$ cat src/biex_pkg.sv
// Constants, register map and types for the bit and arithmetic executor.
// Assumes a 100 MHz core clock and a 32-bit AXI4-Lite register bus.
package biex_pkg;

  // ==========================================================================
  // Register map (byte addresses)
  localparam logic [7:0] ADDR_CMD       = 8'h00;
  localparam logic [7:0] ADDR_ACC       = 8'h04;
  localparam logic [7:0] ADDR_STATUS    = 8'h08;
  localparam logic [7:0] ADDR_FILE_ADDR = 8'h0C;
  localparam logic [7:0] ADDR_FILE_DATA = 8'h10;
  localparam logic [7:0] ADDR_PINS      = 8'h14;
  localparam logic [7:0] ADDR_PORT      = 8'h18;

  // ==========================================================================
  // Command word field positions
  localparam int CMD_LIT_LSB  = 0;
  localparam int CMD_ADDR_LSB = 8;
  localparam int CMD_BIT_LSB  = 15;
  localparam int CMD_DEST_POS = 18;
  localparam int CMD_OP_LSB   = 20;

  // ==========================================================================
  // Status field positions
  localparam int ST_ZERO_POS = 0;
  localparam int ST_CARRY_POS = 1;
  localparam int ST_HALF_POS = 2;
  localparam int ST_SKIP_POS = 3;

  // ==========================================================================
  // File address of the I/O port register, reset value and response codes
  localparam logic [6:0] IO_PORT_ADDR = 7'h05;
  localparam logic [7:0] ACC_RESET    = 8'h00;
  localparam logic [1:0] RESP_OKAY    = 2'h0;
  localparam logic [1:0] RESP_SLVERR  = 2'h2;

  typedef enum logic [3:0] {
    OP_ADD_IMM   = 4'h0,
    OP_ADD_REG   = 4'h1,
    OP_AND_IMM   = 4'h2,
    OP_AND_REG   = 4'h3,
    OP_CLR_BIT   = 4'h4,
    OP_SET_BIT   = 4'h5,
    OP_SKIP_HIGH = 4'h6,
    OP_SKIP_LOW  = 4'h7,
    OP_IDLE_SLOT = 4'h8
  } biex_op_t;

  typedef enum logic [2:0] {
    S_IDLE = 3'h0,
    S_WDEC = 3'h1,
    S_EXEC = 3'h2,
    S_SKIP = 3'h3,
    S_BRSP = 3'h4,
    S_RDEC = 3'h5,
    S_RMUX = 3'h6,
    S_RRSP = 3'h7
  } biex_state_t;

  typedef struct packed {
    biex_state_t st;
    logic        awready;
    logic        wready;
    logic        bvalid;
    logic [1:0]  bresp;
    logic        arready;
    logic        rvalid;
    logic [1:0]  rresp;
    logic [31:0] rdata;
    logic        aw_got;
    logic        w_got;
    logic [7:0]  waddr;
    logic [31:0] wdata;
    logic        wlane0;
    logic [7:0]  raddr;
    logic [7:0]  acc;
    logic        zero;
    logic        carry;
    logic        half;
    logic        skip;
    logic [7:0]  port_out;
    logic [6:0]  file_addr;
  } biex_state_s_t;

endpackage

$ cat src/biex_exec.sv
// Execution datapath for add, AND, bit clear/set and bit-test-skip.
// Assumes an AXI4-Lite master that keeps one write and one read at a time.
//
// The register addresses and the AXI4-Lite register port were left to the implementer.
`timescale 1ns/100ps
// Functional notes
// - add_immediate_to_acc sums accumulator and literal into accumulator.
// - add_acc_with_register sums accumulator and file register, updates flags.
// - Destination bit 0 writes accumulator, 1 writes the file register.
// - clear_register_bit zeroes the selected bit, flags unchanged.
// - set_register_bit sets the selected bit, flags unchanged.
// - and_immediate_with_acc ANDs literal into accumulator, only zero flag.
// - and_acc_with_register ANDs, routes by destination, only zero flag.
// - skip_when_bit_high discards next instruction when bit is one.
// - skip_when_bit_low discards next instruction when bit is zero.
// - Destination one means file register, zero means accumulator.
// - The I/O port register reads its pins as operand.
// - A true conditional test takes two cycles, second is idle.
module biex_exec (
  // Clock and reset
  input  wire logic        core_clk,
  input  wire logic        arst_n,
  // AXI4-Lite write channels
  input  wire logic [7:0]  s_axi_awaddr,
  input  wire logic        s_axi_awvalid,
  output logic             s_axi_awready,
  input  wire logic [31:0] s_axi_wdata,
  input  wire logic [3:0]  s_axi_wstrb,
  input  wire logic        s_axi_wvalid,
  output logic             s_axi_wready,
  output logic [1:0]       s_axi_bresp,
  output logic             s_axi_bvalid,
  input  wire logic        s_axi_bready,
  // AXI4-Lite read channels
  input  wire logic [7:0]  s_axi_araddr,
  input  wire logic        s_axi_arvalid,
  output logic             s_axi_arready,
  output logic [31:0]      s_axi_rdata,
  output logic [1:0]       s_axi_rresp,
  output logic             s_axi_rvalid,
  input  wire logic        s_axi_rready,
  // I/O port
  input  wire logic [7:0]  pins_in,
  output logic [7:0]       port_out
);
  // ==========================================================================
  // State and datapath signals
  biex_pkg::biex_state_s_t q;
  biex_pkg::biex_state_s_t d;
  localparam biex_pkg::biex_state_s_t RST = '{
    st: biex_pkg::S_IDLE, awready: 1'b1, wready: 1'b1, bvalid: 1'b0,
    bresp: biex_pkg::RESP_OKAY, arready: 1'b1, rvalid: 1'b0,
    rresp: biex_pkg::RESP_OKAY, rdata: 32'h0000_0000, aw_got: 1'b0,
    w_got: 1'b0, waddr: 8'h00, wdata: 32'h0000_0000, wlane0: 1'b0,
    raddr: 8'h00, acc: biex_pkg::ACC_RESET, zero: 1'b0, carry: 1'b0,
    half: 1'b0, skip: 1'b0, port_out: 8'h00, file_addr: 7'h00};
  biex_pkg::biex_op_t op;
  logic [7:0] lit, mask, mem_rdata, opnd, addend, and_res, res, mem_wdata;
  logic [6:0] cmd_addr, sel_addr, mem_waddr, mem_raddr;
  logic [2:0] bitpos;
  logic [8:0] sum9;
  logic [4:0] sum5;
  logic       dest, tbit, skip_now, to_reg, mem_we;
  logic       aw_now, w_now, ar_now, aw_all, w_all;

  assign op       = biex_pkg::biex_op_t'(q.wdata[biex_pkg::CMD_OP_LSB +: 4]);
  assign lit      = q.wdata[biex_pkg::CMD_LIT_LSB +: 8];
  assign cmd_addr = q.wdata[biex_pkg::CMD_ADDR_LSB +: 7];
  assign bitpos   = q.wdata[biex_pkg::CMD_BIT_LSB +: 3];
  assign dest     = q.wdata[biex_pkg::CMD_DEST_POS];
  assign mask     = 8'h01 << bitpos;
  assign sel_addr = (q.st == biex_pkg::S_RMUX) ? q.file_addr : cmd_addr;
  assign opnd     = (sel_addr == biex_pkg::IO_PORT_ADDR) ? pins_in
                                                         : mem_rdata;
  assign addend   = (op == biex_pkg::OP_ADD_IMM) ? lit : opnd;
  assign sum9     = {1'b0, q.acc} + {1'b0, addend};
  assign sum5     = {1'b0, q.acc[3:0]} + {1'b0, addend[3:0]};
  assign and_res  = q.acc & ((op == biex_pkg::OP_AND_IMM) ? lit : opnd);
  assign tbit     = |(opnd & mask);
  assign skip_now = ((op == biex_pkg::OP_SKIP_HIGH) && tbit) ||
                    ((op == biex_pkg::OP_SKIP_LOW) && !tbit);
  assign to_reg   = dest && ((op == biex_pkg::OP_ADD_REG) ||
                             (op == biex_pkg::OP_AND_REG));
  assign mem_raddr = (q.st == biex_pkg::S_RDEC) ? q.file_addr : cmd_addr;
  assign aw_now   = s_axi_awvalid && q.awready;
  assign w_now    = s_axi_wvalid && q.wready;
  assign ar_now   = s_axi_arvalid && q.arready;
  assign aw_all   = q.aw_got || aw_now;
  assign w_all    = q.w_got || w_now;
  always_comb begin
    res = 8'h00;
    case (op)
      biex_pkg::OP_ADD_IMM, biex_pkg::OP_ADD_REG: res = sum9[7:0];
      biex_pkg::OP_AND_IMM, biex_pkg::OP_AND_REG: res = and_res;
      biex_pkg::OP_CLR_BIT: res = opnd & ~mask;
      biex_pkg::OP_SET_BIT: res = opnd | mask;
      default: res = opnd;
    endcase
  end

  // ==========================================================================
  // File register write port
  always_comb begin
    mem_we    = 1'b0;
    mem_waddr = cmd_addr;
    mem_wdata = res;
    if (q.st == biex_pkg::S_EXEC) begin
      mem_we = to_reg || (op == biex_pkg::OP_CLR_BIT) ||
               (op == biex_pkg::OP_SET_BIT);
    end else if ((q.st == biex_pkg::S_WDEC) && q.wlane0 &&
                 (q.waddr == biex_pkg::ADDR_FILE_DATA)) begin
      mem_we    = 1'b1;
      mem_waddr = q.file_addr;
      mem_wdata = q.wdata[7:0];
    end
  end
  biex_file_mem u_mem (
    .core_clk (core_clk),
    .arst_n   (arst_n),
    .we       (mem_we),
    .waddr    (mem_waddr),
    .wdata    (mem_wdata),
    .raddr    (mem_raddr),
    .rdata_q  (mem_rdata)
  );

  // ==========================================================================
  // Bus sequencing and execution
  always_comb begin
    d = q;
    case (q.st)
      biex_pkg::S_IDLE: begin
        if (aw_now) begin
          d.aw_got = 1'b1;
          d.waddr  = s_axi_awaddr;
        end
        if (w_now) begin
          d.w_got  = 1'b1;
          d.wdata  = s_axi_wdata;
          d.wlane0 = s_axi_wstrb[0];
        end
        d.awready = !aw_all;
        d.wready  = !w_all;
        d.arready = !(aw_all && w_all);
        if (ar_now) begin
          d.raddr   = s_axi_araddr;
          d.awready = 1'b0;
          d.wready  = 1'b0;
          d.arready = 1'b0;
          d.st      = biex_pkg::S_RDEC;
        end else if (aw_all && w_all) begin
          d.awready = 1'b0;
          d.wready  = 1'b0;
          d.arready = 1'b0;
          d.st      = biex_pkg::S_WDEC;
        end
      end
      biex_pkg::S_WDEC: begin
        d.bresp  = biex_pkg::RESP_OKAY;
        d.bvalid = 1'b1;
        d.st     = biex_pkg::S_BRSP;
        case (q.waddr)
          biex_pkg::ADDR_CMD: begin
            if (q.skip) begin
              d.skip = 1'b0;
            end else if (op != biex_pkg::OP_IDLE_SLOT) begin
              d.bvalid = 1'b0;
              d.st     = biex_pkg::S_EXEC;
            end
          end
          biex_pkg::ADDR_ACC: if (q.wlane0) d.acc = q.wdata[7:0];
          biex_pkg::ADDR_STATUS: begin
            if (q.wlane0) begin
              d.zero  = q.wdata[biex_pkg::ST_ZERO_POS];
              d.carry = q.wdata[biex_pkg::ST_CARRY_POS];
              d.half  = q.wdata[biex_pkg::ST_HALF_POS];
            end
          end
          biex_pkg::ADDR_FILE_ADDR: if (q.wlane0) d.file_addr = q.wdata[6:0];
          biex_pkg::ADDR_FILE_DATA: begin
            if (q.wlane0 && (q.file_addr == biex_pkg::IO_PORT_ADDR)) begin
              d.port_out = q.wdata[7:0];
            end
          end
          biex_pkg::ADDR_PINS,
          biex_pkg::ADDR_PORT: d.bresp = biex_pkg::RESP_OKAY;
          default: d.bresp = biex_pkg::RESP_SLVERR;
        endcase
      end
      biex_pkg::S_EXEC: begin
        d.bvalid = 1'b1;
        d.st     = biex_pkg::S_BRSP;
        case (op)
          biex_pkg::OP_ADD_IMM, biex_pkg::OP_ADD_REG: begin
            d.carry = sum9[8];
            d.half  = sum5[4];
            d.zero  = (res == 8'h00);
          end
          biex_pkg::OP_AND_IMM, biex_pkg::OP_AND_REG: begin
            d.zero = (res == 8'h00);
          end
          default: d.zero = q.zero;
        endcase
        if (!to_reg && (op inside {biex_pkg::OP_ADD_IMM,
            biex_pkg::OP_ADD_REG, biex_pkg::OP_AND_IMM,
            biex_pkg::OP_AND_REG})) begin
          d.acc = res;
        end
        if (mem_we && (cmd_addr == biex_pkg::IO_PORT_ADDR)) d.port_out = res;
        if (skip_now) begin
          d.bvalid = 1'b0;
          d.st     = biex_pkg::S_SKIP;
        end
      end
      biex_pkg::S_SKIP: begin
        d.skip   = 1'b1;
        d.bvalid = 1'b1;
        d.st     = biex_pkg::S_BRSP;
      end
      biex_pkg::S_BRSP: begin
        if (s_axi_bready) begin
          d.bvalid  = 1'b0;
          d.aw_got  = 1'b0;
          d.w_got   = 1'b0;
          d.awready = 1'b1;
          d.wready  = 1'b1;
          d.arready = 1'b1;
          d.st      = biex_pkg::S_IDLE;
        end
      end
      biex_pkg::S_RDEC: d.st = biex_pkg::S_RMUX;
      biex_pkg::S_RMUX: begin
        d.rvalid = 1'b1;
        d.rresp  = biex_pkg::RESP_OKAY;
        d.rdata  = 32'h0000_0000;
        d.st     = biex_pkg::S_RRSP;
        case (q.raddr)
          biex_pkg::ADDR_CMD:       d.rdata = 32'h0000_0000;
          biex_pkg::ADDR_ACC:       d.rdata[7:0] = q.acc;
          biex_pkg::ADDR_STATUS:    d.rdata[3:0] = {q.skip, q.half,
                                                    q.carry, q.zero};
          biex_pkg::ADDR_FILE_ADDR: d.rdata[6:0] = q.file_addr;
          biex_pkg::ADDR_FILE_DATA: d.rdata[7:0] = opnd;
          biex_pkg::ADDR_PINS:      d.rdata[7:0] = pins_in;
          biex_pkg::ADDR_PORT:      d.rdata[7:0] = q.port_out;
          default:                  d.rresp = biex_pkg::RESP_SLVERR;
        endcase
      end
      biex_pkg::S_RRSP: begin
        if (s_axi_rready) begin
          d.rvalid  = 1'b0;
          d.awready = !q.aw_got;
          d.wready  = !q.w_got;
          d.arready = !(q.aw_got && q.w_got);
          d.st      = biex_pkg::S_IDLE;
        end
      end
      default: d = RST;
    endcase
  end
  always_ff @(posedge core_clk or negedge arst_n) begin
    if (!arst_n) begin
      q <= RST;
    end else begin
      q <= d;
    end
  end
  assign s_axi_awready = q.awready;
  assign s_axi_wready  = q.wready;
  assign s_axi_bvalid  = q.bvalid;
  assign s_axi_bresp   = q.bresp;
  assign s_axi_arready = q.arready;
  assign s_axi_rvalid  = q.rvalid;
  assign s_axi_rresp   = q.rresp;
  assign s_axi_rdata   = q.rdata;
  assign port_out      = q.port_out;

  // ==========================================================================
  // Checks
  logic       in_exec, ex_carry;
  logic [7:0] q_acc;
  assign in_exec  = (q.st == biex_pkg::S_EXEC);
  assign ex_carry = sum9[8];
  assign q_acc    = q.acc;
endmodule // biex_exec

$ cat src/biex_file_mem.sv
// File register space of 128 bytes with a registered read port.
// Assumes writes and reads are issued by one owner on the core clock.
`timescale 1ns/100ps
module biex_file_mem (
  // Clock and reset
  input  wire logic       core_clk,
  input  wire logic       arst_n,
  // Write port
  input  wire logic       we,
  input  wire logic [6:0] waddr,
  input  wire logic [7:0] wdata,
  // Read port
  input  wire logic [6:0] raddr,
  output logic      [7:0] rdata_q
);
  logic [7:0] mem [128];

  always_ff @(posedge core_clk) begin
    if (we) begin
      mem[waddr] <= wdata;
    end
  end

  always_ff @(posedge core_clk or negedge arst_n) begin
    if (!arst_n) begin
      rdata_q <= 8'h00;
    end else begin
      rdata_q <= mem[raddr];
    end
  end
endmodule // biex_file_mem

$ cat config.mk
export PLATFORM = sky130hd
export DESIGN_NAME = biex_exec
export DESIGN_NICKNAME = d
export VERILOG_FILES = /design/src/biex_pkg.sv /design/src/biex_exec.sv /design/src/biex_file_mem.sv
export SDC_FILE = /design/constraint.sdc
export NUM_CORES = 2
export LEC_CHECK = 0
export BUFFER_PORTS_ARGS = -buffer_cell sky130_fd_sc_hd__buf_2
export CAP_MARGIN = 40
export CORE_ASPECT_RATIO = 1.5
export CORE_MARGIN = 4
export CORE_UTILIZATION = 40
export CTS_BUF_LIST = sky130_fd_sc_hd__clkbuf_4 sky130_fd_sc_hd__clkbuf_8
export CTS_CLUSTER_SIZE = 25
export DETAILED_ROUTE_END_ITERATION = 10
export PLACE_DENSITY_LB_ADDON = 0.15
export SLEW_MARGIN = 5
export SYNTH_ARGS = -nofsm -noshare
export SYNTH_HDL_FRONTEND = slang
export SYNTH_SLANG_ARGS = --single-unit
$ cat constraint.sdc
create_clock -name core_clk -period 10.93 [get_ports core_clk]
set_clock_uncertainty 0.1 [all_clocks]
set_input_delay 2.186 -clock core_clk [delete_from_list [all_inputs] [get_ports core_clk]]
set_output_delay 2.186 -clock core_clk [all_outputs]
set_load 0.03 [all_outputs]
==> impl_metrics.env <==
export IMPL_cp_start_kind="flip-flop"
export IMPL_cp_arrival_ps=6780
export IMPL_synth_edf_count=1024
export IMPL_cts_root_buf="clkbuf_8"
export IMPL_synth_common_cells="edfxtp_1, nand2_1, nand3_1"
export IMPL_vias=29600
export IMPL_postCtsSetupBuffers=0
export IMPL_worst_path_max_delay_cell="dfrtp_1"
export IMPL_final_max_slew_viol_count=0
export IMPL_p_int_mw=9.81
export IMPL_port_buffers=77
export IMPL_synth_area_leaders="edfxtp_1, nand2_1, nand3_1"
export IMPL_startpoint="q[119]"
export IMPL_area_growth_pct=11.9
export IMPL_drcViolationCount=0
export IMPL_p_comb_share_pct=39.3
export IMPL_ys_seq_area_share_pct=70.8
export IMPL_crit_path_frequent_cell="buf_4"
export IMPL_synth_seq_cells=1119
export IMPL_antenna_found_initial=2
export IMPL_drt_total_wl_um=134000
export IMPL_cts_made_buffers=165
export IMPL_syn_area_mm2=0.0468
export IMPL_clkSlewWorstSetupHoldPaths_ps=60
export IMPL_start_util_pct=40.3
export IMPL_cts_htree_levels=4
export IMPL_die_height_um=427
export IMPL_crit_path_end_kind="flip-flop"
export IMPL_status="completed"
export IMPL_max_slew_margin_pct=30.5
export IMPL_vdd_drop_max_uv=265
export IMPL_worst_pin_slew_ps=1020
export IMPL_r2r_end="u_mem.mem[20][2]"
export IMPL_max_stage_delay_ps=770
export IMPL_rsz0062_at_grt="no"
export IMPL_clk_path_buf_depth=3
export IMPL_rr_startpoint="q[119]"
export IMPL_rrSetupSlack_ps=4570
export IMPL_grt_pass1_vias=29100
export IMPL_first_pass_iters=6
export IMPL_dp_hpwl_um=84700
export IMPL_grt_ovfl_total=0
export IMPL_critical_path_max_fanout=76
export IMPL_critPathCapture="u_mem.mem[20][2]"
export IMPL_worst_path_buf_inv=5
export IMPL_drt_iter0_markers=2404
export IMPL_hold_violations=0
export IMPL_synth_cell_types=77
export IMPL_synthDominantCellAreaShare_pct=65.7
export IMPL_crit_family="buffers and inverters"
export IMPL_vias_per_cell=5.47
export IMPL_postCtsHoldBufs=0
export IMPL_core_mm2=0.116
export IMPL_power_switching_mw=6.66
export IMPL_criticalPathCategory="flip-flop to flip-flop"
export IMPL_worst_r2r_path_depth=16
export IMPL_tns_ps=0
export IMPL_synthCells=3625
export IMPL_finalCritPeriodShare_pct=58.2
export IMPL_finalPower_mw=16.5
export IMPL_yosysMostFrequentCell="edfxtp_1"
export IMPL_worstPathCellList="inv_1 -> nand3_2 -> mux2i_4 -> mux2i_1 -> buf_4 -> a21oi_1 -> ha_1 -> inv_1 -> fa_1 -> xor2_1 -> o21ai_0 -> o21ai_0 -> a22o_1 -> o21ai_4 -> buf_4 -> buf_4"
export IMPL_fin_nets=3826
export IMPL_min_path_type="flip-flop to flip-flop"
export IMPL_grt_max_degree=159
export IMPL_setup_viol=0
export IMPL_async_flop_share_pct=8.49
export IMPL_period_needed_ps=6360
export IMPL_ctsResizeCount=0
export IMPL_post_drt_wl_per_cell_um=24.8
export IMPL_cp_depth=16
export IMPL_syn_area_per_cell_um2=12.9
export IMPL_drive_gt1_share_pct=15.2
export IMPL_yosysTopAreaCell="edfxtp_1"
export IMPL_die_area_mm2=0.123
export IMPL_cts_sinks=1119
export IMPL_seqPwrFrac_pct=40.5
export IMPL_maxCapViolCount=0
export IMPL_die_x_um=287
export IMPL_cellLeakagePower_nw=18.2
export IMPL_clkLatencyLatePin_ps=870
export IMPL_power_density_mw_per_mm2=315
export IMPL_gp_congestion=0.867
export IMPL_fmaxAchievable_mhz=157
export IMPL_power_share_clock_pct=20.3
export IMPL_synth_warnings=0
export IMPL_ios=116
export IMPL_cts_tree="yes"
export IMPL_p_sw_share_pct=40.4
export IMPL_postRouteAntennaNets=0
export IMPL_synthFlopType="edfxtp_1"
export IMPL_worstPathRequired_ps=11350
export IMPL_grt_pass1_wl_um=196000
export IMPL_grt_util_all_layers_pct=21.7
export IMPL_core_rowCount=153
-- registers in the layout, summed over array words and instances (netlist names), 3 cells and up --
register / cells
u_mem.mem: 1024
q: 33
lit: 8
port_out: 8
q_acc: 8
s_axi_rdata: 8
u_mem.rdata_q: 8
cmd_addr: 7
op: 4
bitpos: 3
-- final cells by class --
class | count | area [µm²]
Antenna cell | 2 | 5.00
Clock buffer | 240 | 2900
Clock inverter | 48 | 293
Fill cell | 10600 | 63700
Inverter | 13 | 48.8
Multi-Input combinational cell | 2264 | 12600
Sequential cell | 1119 | 33100
Tap cell | 1550 | 1940
Timing Repair Buffer | 187 | 1440
-- worst register-to-register path: stages, from the launching register on --
cell     delay, ps
dfrtp_1        770
inv_1          260
nand3_2        360
mux2i_4        580
mux2i_1        150
buf_4          180
a21oi_1        150
ha_1           220
inv_1           70
fa_1           430
xor2_1         190
o21ai_0        150
o21ai_0        100
a22o_1         340
o21ai_4        660
buf_4          470
buf_4          730
-- cell usage in the layout, fill, tap and decap left out, types with 7 or more instances in the layout --
cell type / synthesis / routed
clkbuf_8: 0 / 176
a31oi_1: 32 / 31
buf_2: 65 / 83
clkinv_2: 0 / 9
o22ai_1: 19 / 19
mux4_2: 44 / 44
nand3_1: 522 / 520
buf_4: 59 / 87
mux2i_1: 97 / 94
nor4_1: 15 / 15
nand4_1: 39 / 39
a21oi_1: 39 / 34
nor2_1: 212 / 208
buf_12: 0 / 7
buf_16: 0 / 7
o21ai_0: 53 / 52
nand2_1: 874 / 874
a41oi_1: 15 / 15
ha_1: 8 / 8
a32oi_1: 32 / 32
and3_1: 8 / 8
nand2b_1: 11 / 11
or3_1: 10 / 10
clkbuf_4: 0 / 64
mux2_2: 57 / 55
a22oi_1: 11 / 11
dfrtp_1: 92 / 92
nor3_1: 24 / 24
edfxtp_1: 1024 / 1024
nor2b_1: 7 / 7
clkinv_1: 0 / 29
nand3b_1: 10 / 10
conb_1: 1 / 26
inv_1: 13 / 13
-- through the flow --
step | setup WS [ps] | hold slack [ps] | instances | instance area (µm²) | utilization [%]
3_5_place_dp | 4290 | 373 | 5132 | 49100 | 42.3
3_3_place_gp | 4150 | 362 | 5084 | 48600 | 41.9
4_1_cts | 4550 | 386 | 5420 | 52300 | 45.1
6_report | 4570 | 386 | 5423 | 52300 | 45.1
2_1_floorplan | 924 | 340 | 3650 | 46900 | -
5_1_grt | 4190 | 411 | 5422 | 52300 | 45.1
-- routing by layer --
metal | share of wire, % | up-vias | global-route usage (%) | wire length [µm]
li1 | - | 13500 | - | -
met1 | 39 | 14900 | 26.1 | 51800
met2 | 52 | 915 | 38.2 | 69600
met3 | 4.8 | 281 | 3.59 | 6520
met4 | 4.8 | 0 | 10.2 | 6460
met5 | 0 | - | 0 | 0
-- how the worst min path moves through the flow --
stage                   startpoint              to  slack [ps]  cells past startpoint
finish              s_axi_rdata[6]  s_axi_rdata[6]         390                      2
global route        s_axi_rdata[7]  s_axi_rdata[7]         410                      2
CTS                 s_axi_rdata[7]  s_axi_rdata[7]         390                      2
detailed placement  s_axi_rdata[7]  s_axi_rdata[7]         370                      2
global placement      s_axi_rvalid    s_axi_rvalid         360                      2
floorplan           s_axi_rdata[4]  s_axi_rdata[4]         340                      2
-- kinds of logic (layout without fill, tap and decap cells) --
logic type / count (synthesis) / in the layout / share of synthesized area (%)
AND/OR/NAND/NOR: 1765 / 1765 / 16.5
flip-flops: 1119 / 1119 / 70.8
buffers and inverters: 267 / 488 / 2.89
AO/OA/AOI/OAI: 256 / 256 / 3.71
multiplexers: 202 / 202 / 5.70
adder cells (fa/ha/maj): 9 / 9 / 0.257
XOR/XNOR: 6 / 6 / 0.112
other: 1 / 28 / 0.00801
-- power by group through the flow --
stage	logic [mW]	registers (mW)	clock network [mW]
final	6.46	6.66	3.34
after CTS	6.53	6.66	3.43
after global routing	6.99	6.68	3.60
after floorplan	3.81	6.85	0
after global placement	6.23	6.76	0
after detailed placement	6.52	6.75	0
No activity file was read; power rests on OpenSTA's default activity.
